`src/adc_pkg.sv`:
```
// Package for the converter control block: register offsets, field positions,
// reset values, timing counts, state and carrier types.
// Assumes a 32-bit APB bus with byte addresses, one aligned word per register.
package adc_pkg;

    // ==========================================================
    // Register byte offsets
    localparam logic [7:0] ADDR_RESULT_LOW    = 8'h00;
    localparam logic [7:0] ADDR_RESULT_HIGH   = 8'h04;
    localparam logic [7:0] ADDR_MAIN_CTRL     = 8'h08;
    localparam logic [7:0] ADDR_SOURCE_CLOCK  = 8'h0C;
    localparam logic [7:0] ADDR_REF_GAIN      = 8'h10;
    localparam logic [7:0] ADDR_BANDGAP       = 8'h14;

    // ==========================================================
    // Field positions
    localparam int MC_START_BIT  = 7;
    localparam int MC_BUSY_BIT   = 6;
    localparam int MC_ENABLE_BIT = 5;
    localparam int MC_ALIGN_BIT  = 4;
    localparam int SC_SRC_LSB    = 4;
    localparam int RG_AMP_EN_BIT = 7;
    localparam int RG_AMP_IN_BIT = 4;
    localparam int RG_REF_LSB    = 2;
    localparam int BG_ENABLE_BIT = 0;

    // ==========================================================
    // Reset values
    localparam logic [7:0] RST_MAIN_CTRL    = 8'h00;
    localparam logic [7:0] RST_SOURCE_CLOCK = 8'h00;
    localparam logic [7:0] RST_REF_GAIN     = 8'h00;
    localparam logic [7:0] RST_BANDGAP      = 8'h00;

    // ==========================================================
    // Conversion timing in converter clock periods
    localparam int SAMPLE_PERIODS  = 4;
    localparam int CONVERT_PERIODS = 12;
    localparam int TOTAL_PERIODS   = SAMPLE_PERIODS + CONVERT_PERIODS;

    // ==========================================================
    // Internal source codes on the routing carrier
    localparam logic [2:0] SRC_NONE     = 3'h0;
    localparam logic [2:0] SRC_SUPPLY   = 3'h1;
    localparam logic [2:0] SRC_GROUND   = 3'h7;

    // ==========================================================
    // Types
    typedef enum logic [1:0] {ST_IDLE, ST_SAMPLE, ST_CONVERT} adc_state_t;

    typedef struct packed {
        logic [3:0] ext_ch_connect;     // One-hot: input 0, 1, 6, 7
        logic [2:0] internal_src;       // 1..3 supply, 4..6 amp ref, 7 ground
        logic       int_src_active;
        logic [1:0] ref_sel;            // 0 supply, 1 ext pin, 2 amplifier
        logic       ext_ref_connect;
        logic       amp_enable;
        logic       amp_bandgap_in;
        logic       amp_ext_in_connect;
        logic [1:0] gain_sel;
        logic       bandgap_enable;
        logic       core_power;
    } adc_route_t;

endpackage : adc_pkg

```
`src/adc_ctrl.sv`:
```
// Converter control: APB register file, trigger and sequencing of one 12-bit
// conversion, result formatting and analog routing controls.
// Assumes the analog core presents a settled result on conv_result_i by the
// last converter clock period, and the pin-share logic reports analog pins.
// Functional notes
// - Alignment 0 gives high=11..4, low=3..0 upper; alignment 1 gives low=7..0, high=11..8.
// - A conversion starts when start is written high then low again.
// - Busy flag is read only, set on trigger, cleared at completion.
// - Enable low powers core down and result registers keep contents.
// - Channel codes 0, 1, 6, 7 pick inputs 0, 1, 6, 7; others reserved.
// - Source field routes external, supply fractions, amplified reference fractions or ground.
// - Internal source selected disconnects the external channel regardless of channel field.
// - Converter clock is system clock divided by two to the code.
// - Unimplemented control bits read as zero.
// - Amplifier enable bit turns the reference gain amplifier on or off.
// - Amplifier input takes pin at 0, bandgap at 1; bandgap disconnects pin.
// - Reference select picks supply, external pin or amplifier; internal disconnects pin.
// - Gain field drives amplifier gain selection 1, 1.667, 2.5, 3.333.
// - Pins used as converter inputs lose digital function and pull-high.
// - Conversion takes four sampling plus twelve converting converter clock periods.
// - Completion raises the interrupt request together with busy falling.
// - Result bit positions without a result bit read as zero.
`timescale 1ns/1ps
module adc_ctrl
    import adc_pkg::*;
#(
    parameter int RES_BITS  = 12,
    parameter int NUM_PINS  = 4
) (
    // Clock and reset
    input  wire logic                clk_i,
    input  wire logic                srst_i,
    // APB slave
    input  wire logic                psel_i,
    input  wire logic                penable_i,
    input  wire logic                pwrite_i,
    input  wire logic [7:0]          paddr_i,
    input  wire logic [31:0]         pwdata_i,
    output logic      [31:0]         prdata_o,
    output logic                     pready_o,
    output logic                     pslverr_o,
    // Analog core
    input  wire logic [RES_BITS-1:0] conv_result_i,
    output logic                     conv_clk_tick_o,
    output logic                     sampling_o,
    output logic                     busy_o,
    output logic                     irq_req_o,
    output adc_route_t               route_o,
    // Pin sharing
    input  wire logic [NUM_PINS-1:0] pin_analog_mode_i,
    output logic      [NUM_PINS-1:0] pin_digital_off_o,
    output logic      [NUM_PINS-1:0] pin_pullup_off_o
);

    // ==========================================================
    // Parameter checks
    if (RES_BITS != 12) begin : g_bad_res
        $error("adc_ctrl supports a 12-bit result only");
    end
    if (NUM_PINS < 1) begin : g_bad_pins
        $error("adc_ctrl needs at least one shared pin");
    end

    // ==========================================================
    // Register state
    logic                start_bit, next_start_bit;
    logic                enable, next_enable;
    logic                align, next_align;
    logic [3:0]          ch_sel, next_ch_sel;
    logic [3:0]          src_sel, next_src_sel;
    logic [2:0]          clk_div, next_clk_div;
    logic                amp_en, next_amp_en;
    logic                amp_in, next_amp_in;
    logic [1:0]          ref_sel, next_ref_sel;
    logic [1:0]          gain_sel, next_gain_sel;
    logic                bg_en, next_bg_en;

    // Bus decode
    logic                wr_en;
    logic                rd_en;
    logic                mapped;
    logic                trigger;

    always_comb begin
        wr_en   = psel_i & penable_i & pwrite_i;
        rd_en   = psel_i & penable_i & ~pwrite_i;
        mapped  = (paddr_i == ADDR_RESULT_LOW) | (paddr_i == ADDR_RESULT_HIGH)
                | (paddr_i == ADDR_MAIN_CTRL) | (paddr_i == ADDR_SOURCE_CLOCK)
                | (paddr_i == ADDR_REF_GAIN) | (paddr_i == ADDR_BANDGAP);
        // Falling write of a previously set start bit, enabled and idle
        trigger = wr_en & (paddr_i == ADDR_MAIN_CTRL) & start_bit
                & ~pwdata_i[MC_START_BIT] & pwdata_i[MC_ENABLE_BIT] & ~busy_o;
    end

    // Register writes; busy bit and result registers are not writable
    always_comb begin
        next_start_bit = start_bit;
        next_enable    = enable;
        next_align     = align;
        next_ch_sel    = ch_sel;
        next_src_sel   = src_sel;
        next_clk_div   = clk_div;
        next_amp_en    = amp_en;
        next_amp_in    = amp_in;
        next_ref_sel   = ref_sel;
        next_gain_sel  = gain_sel;
        next_bg_en     = bg_en;
        if (wr_en) begin
            case (paddr_i)
                ADDR_MAIN_CTRL: begin
                    next_start_bit = pwdata_i[MC_START_BIT];
                    next_enable    = pwdata_i[MC_ENABLE_BIT];
                    next_align     = pwdata_i[MC_ALIGN_BIT];
                    next_ch_sel    = pwdata_i[3:0];
                end
                ADDR_SOURCE_CLOCK: begin
                    next_src_sel = pwdata_i[SC_SRC_LSB +: 4];
                    next_clk_div = pwdata_i[2:0];
                end
                ADDR_REF_GAIN: begin
                    next_amp_en   = pwdata_i[RG_AMP_EN_BIT];
                    next_amp_in   = pwdata_i[RG_AMP_IN_BIT];
                    next_ref_sel  = pwdata_i[RG_REF_LSB +: 2];
                    next_gain_sel = pwdata_i[1:0];
                end
                ADDR_BANDGAP: begin
                    next_bg_en = pwdata_i[BG_ENABLE_BIT];
                end
                default: begin
                end
            endcase
        end
    end

    always_ff @(posedge clk_i) begin
        if (srst_i) begin
            start_bit <= RST_MAIN_CTRL[MC_START_BIT];
            enable    <= RST_MAIN_CTRL[MC_ENABLE_BIT];
            align     <= RST_MAIN_CTRL[MC_ALIGN_BIT];
            ch_sel    <= RST_MAIN_CTRL[3:0];
            src_sel   <= RST_SOURCE_CLOCK[SC_SRC_LSB +: 4];
            clk_div   <= RST_SOURCE_CLOCK[2:0];
            amp_en    <= RST_REF_GAIN[RG_AMP_EN_BIT];
            amp_in    <= RST_REF_GAIN[RG_AMP_IN_BIT];
            ref_sel   <= RST_REF_GAIN[RG_REF_LSB +: 2];
            gain_sel  <= RST_REF_GAIN[1:0];
            bg_en     <= RST_BANDGAP[BG_ENABLE_BIT];
        end else begin
            start_bit <= next_start_bit;
            enable    <= next_enable;
            align     <= next_align;
            ch_sel    <= next_ch_sel;
            src_sel   <= next_src_sel;
            clk_div   <= next_clk_div;
            amp_en    <= next_amp_en;
            amp_in    <= next_amp_in;
            ref_sel   <= next_ref_sel;
            gain_sel  <= next_gain_sel;
            bg_en     <= next_bg_en;
        end
    end

    // ==========================================================
    // Conversion sequencer
    adc_state_t          state, next_state;
    logic [2:0]          conv_div, next_conv_div;
    logic [6:0]          div_cnt, next_div_cnt;
    logic [3:0]          per_cnt, next_per_cnt;
    logic [11:0]         result, next_result;
    logic                done_q, next_done_q;
    logic [6:0]          div_mask;
    logic                tick;

    // Divider is latched at trigger so a mid-conversion write cannot stretch it
    always_comb begin
        div_mask      = 7'((8'h01 << conv_div) - 8'h01);
        tick          = (div_cnt == div_mask);
        next_state    = state;
        next_conv_div = conv_div;
        next_div_cnt  = div_cnt;
        next_per_cnt  = per_cnt;
        next_result   = result;
        next_done_q   = 1'b0;
        case (state)
            ST_IDLE: begin
                if (trigger) begin
                    next_state    = ST_SAMPLE;
                    next_conv_div = clk_div;
                    next_div_cnt  = 7'h00;
                    next_per_cnt  = 4'h0;
                end
            end
            ST_SAMPLE, ST_CONVERT: begin
                if (!enable) begin
                    next_state = ST_IDLE;
                end else begin
                    next_div_cnt = tick ? 7'h00 : 7'(div_cnt + 7'h01);
                    if (tick) begin
                        next_per_cnt = 4'(per_cnt + 4'h1);
                        if (per_cnt == 4'(SAMPLE_PERIODS - 1)) begin
                            next_state = ST_CONVERT;
                        end
                        if (per_cnt == 4'(TOTAL_PERIODS - 1)) begin
                            next_state  = ST_IDLE;
                            next_result = conv_result_i;
                            next_done_q = 1'b1;
                        end
                    end
                end
            end
            default: begin
                next_state = ST_IDLE;
            end
        endcase
    end

    always_ff @(posedge clk_i) begin
        if (srst_i) begin
            state    <= ST_IDLE;
            conv_div <= 3'h0;
            div_cnt  <= 7'h00;
            per_cnt  <= 4'h0;
            result   <= 12'h000;
            done_q   <= 1'b0;
        end else begin
            state    <= next_state;
            conv_div <= next_conv_div;
            div_cnt  <= next_div_cnt;
            per_cnt  <= next_per_cnt;
            result   <= next_result;
            done_q   <= next_done_q;
        end
    end

    // Busy falls at the same edge that raises the request
    always_comb begin
        busy_o          = (state != ST_IDLE);
        irq_req_o       = done_q;
        sampling_o      = (state == ST_SAMPLE);
        conv_clk_tick_o = busy_o & tick;
    end

    // ==========================================================
    // Analog routing and pin controls, registered
    adc_route_t          next_route;
    logic [NUM_PINS-1:0] next_pin_off;
    logic [NUM_PINS-1:0] pin_off;

    always_comb begin
        next_route                = '0;
        next_route.core_power     = enable;
        next_route.bandgap_enable = bg_en;
        // Source decode: 0000, 0100, 11xx external; 10xx ground
        if (src_sel[3:2] == 2'b11 || src_sel[1:0] == 2'b00 && !src_sel[3]) begin
            next_route.internal_src = SRC_NONE;
        end else if (src_sel[3]) begin
            next_route.internal_src = SRC_GROUND;
        end else begin
            // 0001..0011 give 1..3, 0101..0111 give 4..6
            next_route.internal_src = src_sel[2:0] - {2'b00, src_sel[2]};
        end
        next_route.int_src_active = (next_route.internal_src != SRC_NONE);
        // Reserved channel codes connect nothing
        if (!next_route.int_src_active) begin
            case (ch_sel)
                4'h0:    next_route.ext_ch_connect = 4'h1;
                4'h1:    next_route.ext_ch_connect = 4'h2;
                4'h6:    next_route.ext_ch_connect = 4'h4;
                4'h7:    next_route.ext_ch_connect = 4'h8;
                default: next_route.ext_ch_connect = 4'h0;
            endcase
        end
        next_route.ref_sel            = ref_sel[1] ? 2'h2 : ref_sel;
        next_route.ext_ref_connect    = (ref_sel == 2'b01);
        next_route.amp_enable         = amp_en;
        next_route.amp_bandgap_in     = amp_in;
        next_route.amp_ext_in_connect = ~amp_in;
        next_route.gain_sel           = gain_sel;
        next_pin_off                  = pin_analog_mode_i;
    end

    always_ff @(posedge clk_i) begin
        if (srst_i) begin
            route_o <= '0;
            pin_off <= '0;
        end else begin
            route_o <= next_route;
            pin_off <= next_pin_off;
        end
    end

    always_comb begin
        pin_digital_off_o = pin_off;
        pin_pullup_off_o  = pin_off;
    end

    // ==========================================================
    // APB read mux and answer; zero wait states
    logic [7:0] rd_byte;

    always_comb begin
        case (paddr_i)
            ADDR_RESULT_LOW:   rd_byte = align ? result[7:0] : {result[3:0], 4'h0};
            ADDR_RESULT_HIGH:  rd_byte = align ? {4'h0, result[11:8]} : result[11:4];
            ADDR_MAIN_CTRL:    rd_byte = {start_bit, busy_o, enable, align, ch_sel};
            ADDR_SOURCE_CLOCK: rd_byte = {src_sel, 1'b0, clk_div};
            ADDR_REF_GAIN:     rd_byte = {amp_en, 2'b00, amp_in, ref_sel, gain_sel};
            ADDR_BANDGAP:      rd_byte = {7'h00, bg_en};
            default:           rd_byte = 8'h00;
        endcase
        prdata_o  = rd_en ? {24'h000000, rd_byte} : 32'h00000000;
        pready_o  = 1'b1;
        pslverr_o = psel_i & penable_i & ~mapped;
    end

    // ==========================================================
    // Assertions
    logic [11:0] busy_len;

    always_ff @(posedge clk_i) begin
        if (srst_i) begin
            busy_len <= 12'h000;
        end else if (trigger) begin
            busy_len <= 12'h000;
        end else if (busy_o) begin
            busy_len <= 12'(busy_len + 12'h001);
        end
    end
endmodule : adc_ctrl

```
`config.mk`:
```
export PLATFORM = sky130hd
export DESIGN_NAME = adc_ctrl
export DESIGN_NICKNAME = d
export VERILOG_FILES = /design/src/adc_pkg.sv /design/src/adc_ctrl.sv
export SDC_FILE = /design/constraint.sdc
export NUM_CORES = 1
export LEC_CHECK = 0
export ABC_AREA = 1
export BUFFER_PORTS_ARGS = -buffer_cell sky130_fd_sc_hd__buf_2
export CORE_AREA = 2 2 95 97
export CTS_CLUSTER_DIAMETER = 120
export CTS_CLUSTER_SIZE = 16
export DETAILED_ROUTE_END_ITERATION = 10
export DIE_AREA = 0 0 97 99
export PLACE_DENSITY_LB_ADDON = 0.08
export RECOVER_POWER = 25
export SLEW_MARGIN = 40
export SYNTH_ARGS = -nofsm -noshare
export SYNTH_HDL_FRONTEND = slang
export SYNTH_SLANG_ARGS = --single-unit
export TNS_END_PERCENT = 50
```
`constraint.sdc`:
```
create_clock -name clk_i -period 2.9 [get_ports clk_i]
set_input_delay 0.435 -clock clk_i [delete_from_list [all_inputs] [get_ports clk_i]]
set_output_delay 0.435 -clock clk_i [all_outputs]
set_load 0.05 [all_outputs]
```
==> flow_metrics.env, run 1 <==
export IMPL_status="complete, but fails checks"
export IMPL_violations="capacitance limit"
export IMPL_syn_cell_area_sq_um=3791
export IMPL_clkTransAtPathRegs_ns=0.09
export IMPL_n_antenna_cell=0
export IMPL_cp_top_family="simple AND/OR/NAND/NOR gates"
export IMPL_start_util_pct=44.34
export IMPL_post_drt_wl_per_cell_um=12.17
export IMPL_crit_end="conv_clk_tick_o"
export IMPL_vias=3493
export IMPL_cts_buffer_depth=2
export IMPL_period_needed_ns=2.645
export IMPL_drc=0
export IMPL_slowest_delay_ns=0.37
export IMPL_async_flop_share_pct=0
export IMPL_synth_yosys_seq_area_share_pct=38.02
export IMPL_portBuffers=75
export IMPL_cp_max_fo=7
export IMPL_whs_path_depth=3
export IMPL_rr_worst_depth=14
export IMPL_post_cts_buffers=0
export IMPL_clk_latency_ns=0.35
export IMPL_grt_pass1_wl_mm=14.76
export IMPL_place_inst=703
export IMPL_layout_drive_gt1_share_pct=19.97
export IMPL_yosysWarnings=0
export IMPL_globalRouteOverflowTotal=0
export IMPL_ys_ff_latch=72
export IMPL_required_ns=2.47
export IMPL_reg2reg_slack_ns=0.73
export IMPL_coreArea_sq_um=8551
export IMPL_grt_total_usage_pct=18.78
export IMPL_fillCellCount=886
export IMPL_routed_wl_mm=8.749
export IMPL_numCtsBuffers=9
export IMPL_final_setup_viol_count=0
export IMPL_globalplace_congestion=0.8809
export IMPL_areaGrowthSynthToFinish_pct=14.09
export IMPL_h_tree_depth=3
export IMPL_critical_path_startpoint="conv_div[2]$_SDFFE_PP0P_"
export IMPL_instances_no_fill=719
export IMPL_pre_cts_ws_ns=0.4976
export IMPL_grt_max_degree=32
export IMPL_critPathCaptureType="output port"
export IMPL_io_pins=125
export IMPL_die_width_um=97
export IMPL_synth_edf_count=0
export IMPL_synth_distinct_cells=38
export IMPL_slew_viol_final=0
export IMPL_syn_inst=536
export IMPL_setup_tns_ns=0
export IMPL_post_route_period_util_pct=91.22
export IMPL_hold_viol_final=0
export IMPL_powerDensity_nw_per_um2=486.9
export IMPL_syn_area_per_cell_sq_um=7.073
export IMPL_mostFrequentLayoutCell="nand2_1"
export IMPL_finClkSkew_ns=0.01492
export IMPL_ant_nets=0
export IMPL_min_path_type="in2reg"
export IMPL_grt_pass1_vias=3134
export IMPL_cts_root_buffer="clkbuf_8"
export IMPL_r2r_end="result[6]$_SDFFE_PP0P_"
export IMPL_holdWs_ns=0.2844
export IMPL_dieArea_sq_um=9603
export IMPL_cts_tree="yes"
export IMPL_crit_slowest_cell="dfxtp_2"
export IMPL_regToRegStartpoint="conv_div[2]$_SDFFE_PP0P_"
export IMPL_leakagePower_nw=1.962
export IMPL_numClockSinks=72
export IMPL_worstSetupPathType="reg2out"
export IMPL_finish_utilization_pct=50.59
export IMPL_synthFlopType="dfxtp_1"
export IMPL_crit_arrival_ns=2.21
export IMPL_layout_common_cells="nand2_1 (90), dfxtp_1 (70), nor2_1 (68), buf_2 (65), inv_1 (63)"
export IMPL_rsz0062_at_grt="false"
export IMPL_final_setup_worst_slack_ns=0.2547
export IMPL_drt_first_pass_iters=5
export IMPL_path_cells="inv_2 > nand3_1 > ha_1 > inv_1 > nand2_1 > nand2_1 > nor2_4 > nand3_2 > nor2_4 > nand3_4 > nor2_1 > clkbuf_4"
export IMPL_path_buf_inv=3
export IMPL_cp_start_kind="flop"
export IMPL_cp_depth=12
export IMPL_avgViaCountPerCell=4.858
export IMPL_dp_hpwl_mm=6.668
export IMPL_die_y_um=99
export IMPL_antenna_found_initial=0
export IMPL_vdd_ir_drop_worst_uv=256.4
export IMPL_fmax_mhz=378.0
export IMPL_drv_cap=1
export IMPL_rows=34
export IMPL_drt_first_iter_violations=126
export IMPL_fin_nets=675
export IMPL_slew_headroom_pct=0.3123
export IMPL_worst_pin_slew_ns=1.495
[Yosys cell counts, types with 7 or more instances]
| cell type | instances | area [sq um] |
|---|---|---|
| o21ai_0 | 32 | 160.2 |
| inv_1 | 63 | 236.5 |
| nand4_1 | 7 | 43.79 |
| dfxtp_1 | 72 | 1441 |
| nand3_1 | 34 | 170.2 |
| ha_1 | 8 | 100.1 |
| nor2_2 | 11 | 68.82 |
| a21oi_1 | 33 | 165.2 |
| nor3_1 | 7 | 35.03 |
| nand2_1 | 90 | 337.8 |
| nor2_1 | 68 | 255.2 |
| o21ai_1 | 10 | 50.05 |
| clkbuf_1 | 10 | 37.54 |
| buf_4 | 31 | 232.7 |
[cell type report]
| type | count | area (sq um) | share of cell area, % |
|---|---|---|---|
| Clock buffer | 9 | 123.9 | 2.864 |
| Inverter | 69 | 259.0 | 5.988 |
| Timing Repair Buffer | 82 | 411.6 | 9.517 |
| Clock inverter | 7 | 77.57 | 1.793 |
| Multi-Input combinational cell | 372 | 1874 | 43.33 |
| Tap cell | 108 | 135.1 | 3.124 |
| Sequential cell | 72 | 1444 | 33.38 |
[metal layers]
metal | track usage, % | vias up | part of all wire, %
li1 | - | 1823 | -
met1 | 25.55 | 1553 | 48
met2 | 30.18 | 105 | 45
met3 | 3.333 | 12 | 5.6
met4 | 6.609 | 0 | 1.4
met5 | 0 | - | 0
[power by group]
part	internal, mW	switching, mW
combinational	0.0640	0.214
sequential	1.00	0.0118
clock	0.405	0.410
[worst min path at each step]
stage                                      endpoint                startpoint  slack (ns)
floorplan                     route_o[2]$_SDFF_PP0_  gain_sel[0]$_SDFFE_PP0P_        0.42
global placement             route_o[16]$_SDFF_PP0_    ch_sel[0]$_SDFFE_PP0N_        0.43
detailed placement           route_o[16]$_SDFF_PP0_    ch_sel[0]$_SDFFE_PP0N_        0.44
CTS                 pin_digital_off_o[1]$_SDFF_PP0_      pin_analog_mode_i[1]        0.27
global route        pin_digital_off_o[1]$_SDFF_PP0_      pin_analog_mode_i[1]        0.29
finish              pin_digital_off_o[1]$_SDFF_PP0_      pin_analog_mode_i[1]        0.28
[registers in the layout, indices dropped and copies added, names as in the netlist, 2 cells and up]
register / cells
result: 12
gain_sel: 2
clk_div: 3
per_cnt: 4
ref_sel: 2
src_sel: 4
div_cnt: 7
state: 2
route_o: 18
conv_div: 3
pin_digital_off_o: 4
ch_sel: 4
[worst register-to-register path, stage by stage (launching register included)]
cell and delay, ns:
dfxtp_2 0.37, inv_2 0.15, nand3_1 0.10, ha_1 0.30, inv_1 0.04, nand2_1 0.05, nand2_1 0.08, nor2_4 0.12
nand3_2 0.09, nor2_4 0.12, nand3_4 0.12, nor3_4 0.17, inv_2 0.17, nor2_1 0.15, nor2_1 0.06
[metrics by stage]
step                total power, mW  cell area, sq um
finish                        2.106              4325
global route                  2.200              4325
CTS                           2.134              4334
detailed placement            1.315              4133
global placement              1.313              4133
floorplan                     1.281              3877
[cells by family (layout without fill, tap and decap cells)]
logic type	count (synthesis)	count (layout)	synth area share [%]
XOR/XNOR	5	5	1.155
buffers and inverters	115	167	14.95
adder cells (fa/ha/maj)	8	8	2.640
flip-flops	72	72	38.02
AND/OR/NAND/NOR	237	237	28.71
AO/OA/AOI/OAI	97	97	14.32
other	2	25	0.1981
[what timing repair did]
| item | in CTS | in global routing |
|---|---|---|
| setup endpoints to repair | 0 | 1 |
| hold endpoints to repair | 0 | 0 |
| resized for setup | 0 | 4 |
| hold buffers | 0 | 0 |
No activity file was read; power rests on OpenSTA's default activity.
==> run 2, diff against run 1 <==
==> constraint.sdc (replaced) <==
create_clock -name clk_i -period 2.53 [get_ports clk_i]
set_input_delay 0.3795 -clock clk_i [delete_from_list [all_inputs] [get_ports clk_i]]
set_output_delay 0.3795 -clock clk_i [all_outputs]
set_load 0.05 [all_outputs]
==> flow_metrics.env, run 2 (synthesis results as in run 1) <==
export IMPL_cts_root_buffer="clkbuf_8"
export IMPL_die_y_um=99
export IMPL_worstSetupPathType="reg2out"
export IMPL_reg_top3="route_o (18), result (12), div_cnt (7)"
export IMPL_drv_cap=1
export IMPL_mostFrequentLayoutCell="nand2_1"
export IMPL_crit_end="conv_clk_tick_o"
export IMPL_h_tree_depth=3
export IMPL_largest_register="route_o"
export IMPL_path_buf_inv=3
export IMPL_portBuffers=75
export IMPL_start_util_pct=44.34
export IMPL_post_drt_wl_per_cell_um=12.42
export IMPL_cts_buffer_depth=2
export IMPL_globalRouteOverflowTotal=0
export IMPL_numClockSinks=72
export IMPL_worst_hold_startpoint="pin_analog_mode_i[2]"
export IMPL_routed_wl_mm=9.020
export IMPL_cp_max_fo=7
export IMPL_period_needed_ns=2.414
export IMPL_layout_common_cells="nand2_1 (89), dfxtp_1 (69), nor2_1 (67), inv_1 (62), buf_2 (62)"
export IMPL_pre_cts_ws_ns=0.1696
export IMPL_cp_top_family="simple AND/OR/NAND/NOR gates"
export IMPL_clkTransAtPathRegs_ns=0.09
export IMPL_critical_path_startpoint="conv_div[2]$_SDFFE_PP0P_"
export IMPL_drt_first_iter_violations=112
export IMPL_grt_pass1_wl_mm=15.28
export IMPL_coreArea_sq_um=8551
export IMPL_die_width_um=97
export IMPL_regArea_sq_um=1450
export IMPL_fmax_mhz=414.3
export IMPL_regToRegStartpoint="conv_div[2]$_SDFFE_PP0P_"
export IMPL_dieArea_sq_um=9603
export IMPL_drt_first_pass_iters=4
export IMPL_setup_tns_ns=0
export IMPL_areaGrowthSynthToFinish_pct=15.97
export IMPL_rows=34
export IMPL_final_setup_worst_slack_ns=0.1160
export IMPL_antenna_found_initial=0
export IMPL_fillCellCount=891
export IMPL_path_cells="inv_4 > nand3_2 > ha_4 > inv_1 > nand2_1 > nand2_2 > nor2_4 > nand3_2 > nor2_4 > nand3_4 > nor2_2 > buf_6"
export IMPL_slowest_delay_ns=0.38
export IMPL_n_antenna_cell=0
export IMPL_globalplace_congestion=0.8729
export IMPL_worst_pin_slew_ns=1.493
export IMPL_finClkSkew_ns=0.007338
export IMPL_cp_depth=12
export IMPL_cts_tree="yes"
export IMPL_crit_slowest_cell="dfxtp_4"
export IMPL_clk_latency_ns=0.36
export IMPL_violations="capacitance limit"
export IMPL_numCtsBuffers=9
export IMPL_grt_total_usage_pct=19.44
export IMPL_grt_max_degree=32
export IMPL_post_route_period_util_pct=95.41
export IMPL_layout_drive_gt1_share_pct=21.52
export IMPL_r2r_end="result[6]$_SDFFE_PP0P_"
export IMPL_slew_viol_final=0
export IMPL_critPathCaptureType="output port"
export IMPL_multi_input_area_sq_um=1897
export IMPL_vdd_ir_drop_worst_uv=324.4
export IMPL_largest_reg_flops=18
export IMPL_drc=0
export IMPL_reg2reg_slack_ns=0.36
export IMPL_required_ns=2.15
export IMPL_dp_hpwl_mm=6.774
export IMPL_avgViaCountPerCell=4.862
export IMPL_rr_worst_depth=15
export IMPL_slew_headroom_pct=0.4397
export IMPL_cts_hold_buffers_added=0
export IMPL_grt_pass1_vias=3335
export IMPL_ant_nets=0
export IMPL_rsz0062_at_grt="false"
export IMPL_powerDensity_nw_per_um2=540.0
export IMPL_hold_viol_final=0
export IMPL_leakagePower_nw=1.981
export IMPL_fin_nets=682
export IMPL_crit_arrival_ns=2.03
export IMPL_vias=3530
export IMPL_cp_start_kind="flop"
export IMPL_min_path_type="in2reg"
export IMPL_final_setup_viol_count=0
export IMPL_io_pins=125
export IMPL_status="complete, but fails checks"
[run 2: cell count changes in the layout (fill, tap and decap cells not counted), moves of 2 or more]
cell      before  now
buf_2         65   62
buf_4          5   13
clkbuf_1      11   13
dfxtp_4        0    2
[run 2: how the worst min path moves through the flow]
stage,slack (ns),cells after the start,to
final,0.21,3,pin_digital_off_o[2]$_SDFF_PP0_
after global routing,0.23,3,pin_digital_off_o[1]$_SDFF_PP0_
after CTS,0.21,3,pin_digital_off_o[2]$_SDFF_PP0_
after detailed placement,0.44,1,route_o[16]$_SDFF_PP0_
after global placement,0.44,1,route_o[16]$_SDFF_PP0_
after floorplan,0.42,2,route_o[2]$_SDFF_PP0_
[run 2: repair_timing]
action                                  in CTS  in global routing
endpoints found under the setup margin       1                  1
setup buffers                                3                  3
gates cloned                                 0                  0
gates resized for setup                      7                  7
pin swaps                                    0                  2
[run 2: worst reg2reg max path, cell delays in order (launching register included)]
cell and delay, ns:
dfxtp_4 0.38, inv_4 0.07, nand3_2 0.09, ha_4 0.28, inv_1 0.04, nand2_1 0.07, nand2_2 0.06, nor2_4 0.11
nand3_2 0.10, nor2_4 0.15, nand3_4 0.08, buf_4 0.17, nor3_4 0.13, inv_2 0.17, nor2_1 0.13, nor2_1 0.05
[run 2: area by class of cell]
class	instances	area share, %
sequential	72	32.98
multi-input combinational	372	43.14
clock inverter	7	1.394
clock buffer	9	2.817
inverter	69	5.948
tap	108	3.073
timing repair buffer	89	10.64
[run 2: metal layers]
layer  vias to the layer above  GRT usage (%)  share of wire (%)
met5                         -              0                  0
met4                         0          7.476               0.91
met3                         6          2.979                4.5
met2                        92          31.68                 45
met1                      1600          26.12                 49
li1                       1832              -                  -
[run 2: metrics by stage]
step | std cells | instance area [sq um] | utilization [%] | power, mW | hold WS, ns
6_report | 726 | 4397 | 51.42 | 2.374 | 0.2130
4_1_cts | 723 | 4367 | 51.07 | 2.397 | 0.2070
3_3_place_gp | 704 | 4140 | 48.42 | 1.505 | 0.4361
2_1_floorplan | 559 | 3877 | - | 1.468 | 0.4157
5_1_grt | 726 | 4397 | 51.42 | 2.479 | 0.2325
3_5_place_dp | 704 | 4140 | 48.42 | 1.510 | 0.4408
[run 2: power breakdown]
part	total, mW	internal (mW)	switching [mW]
clock network	0.879	0.374	0.504
registers	1.16	1.15	0.0136
logic	0.336	0.0847	0.252
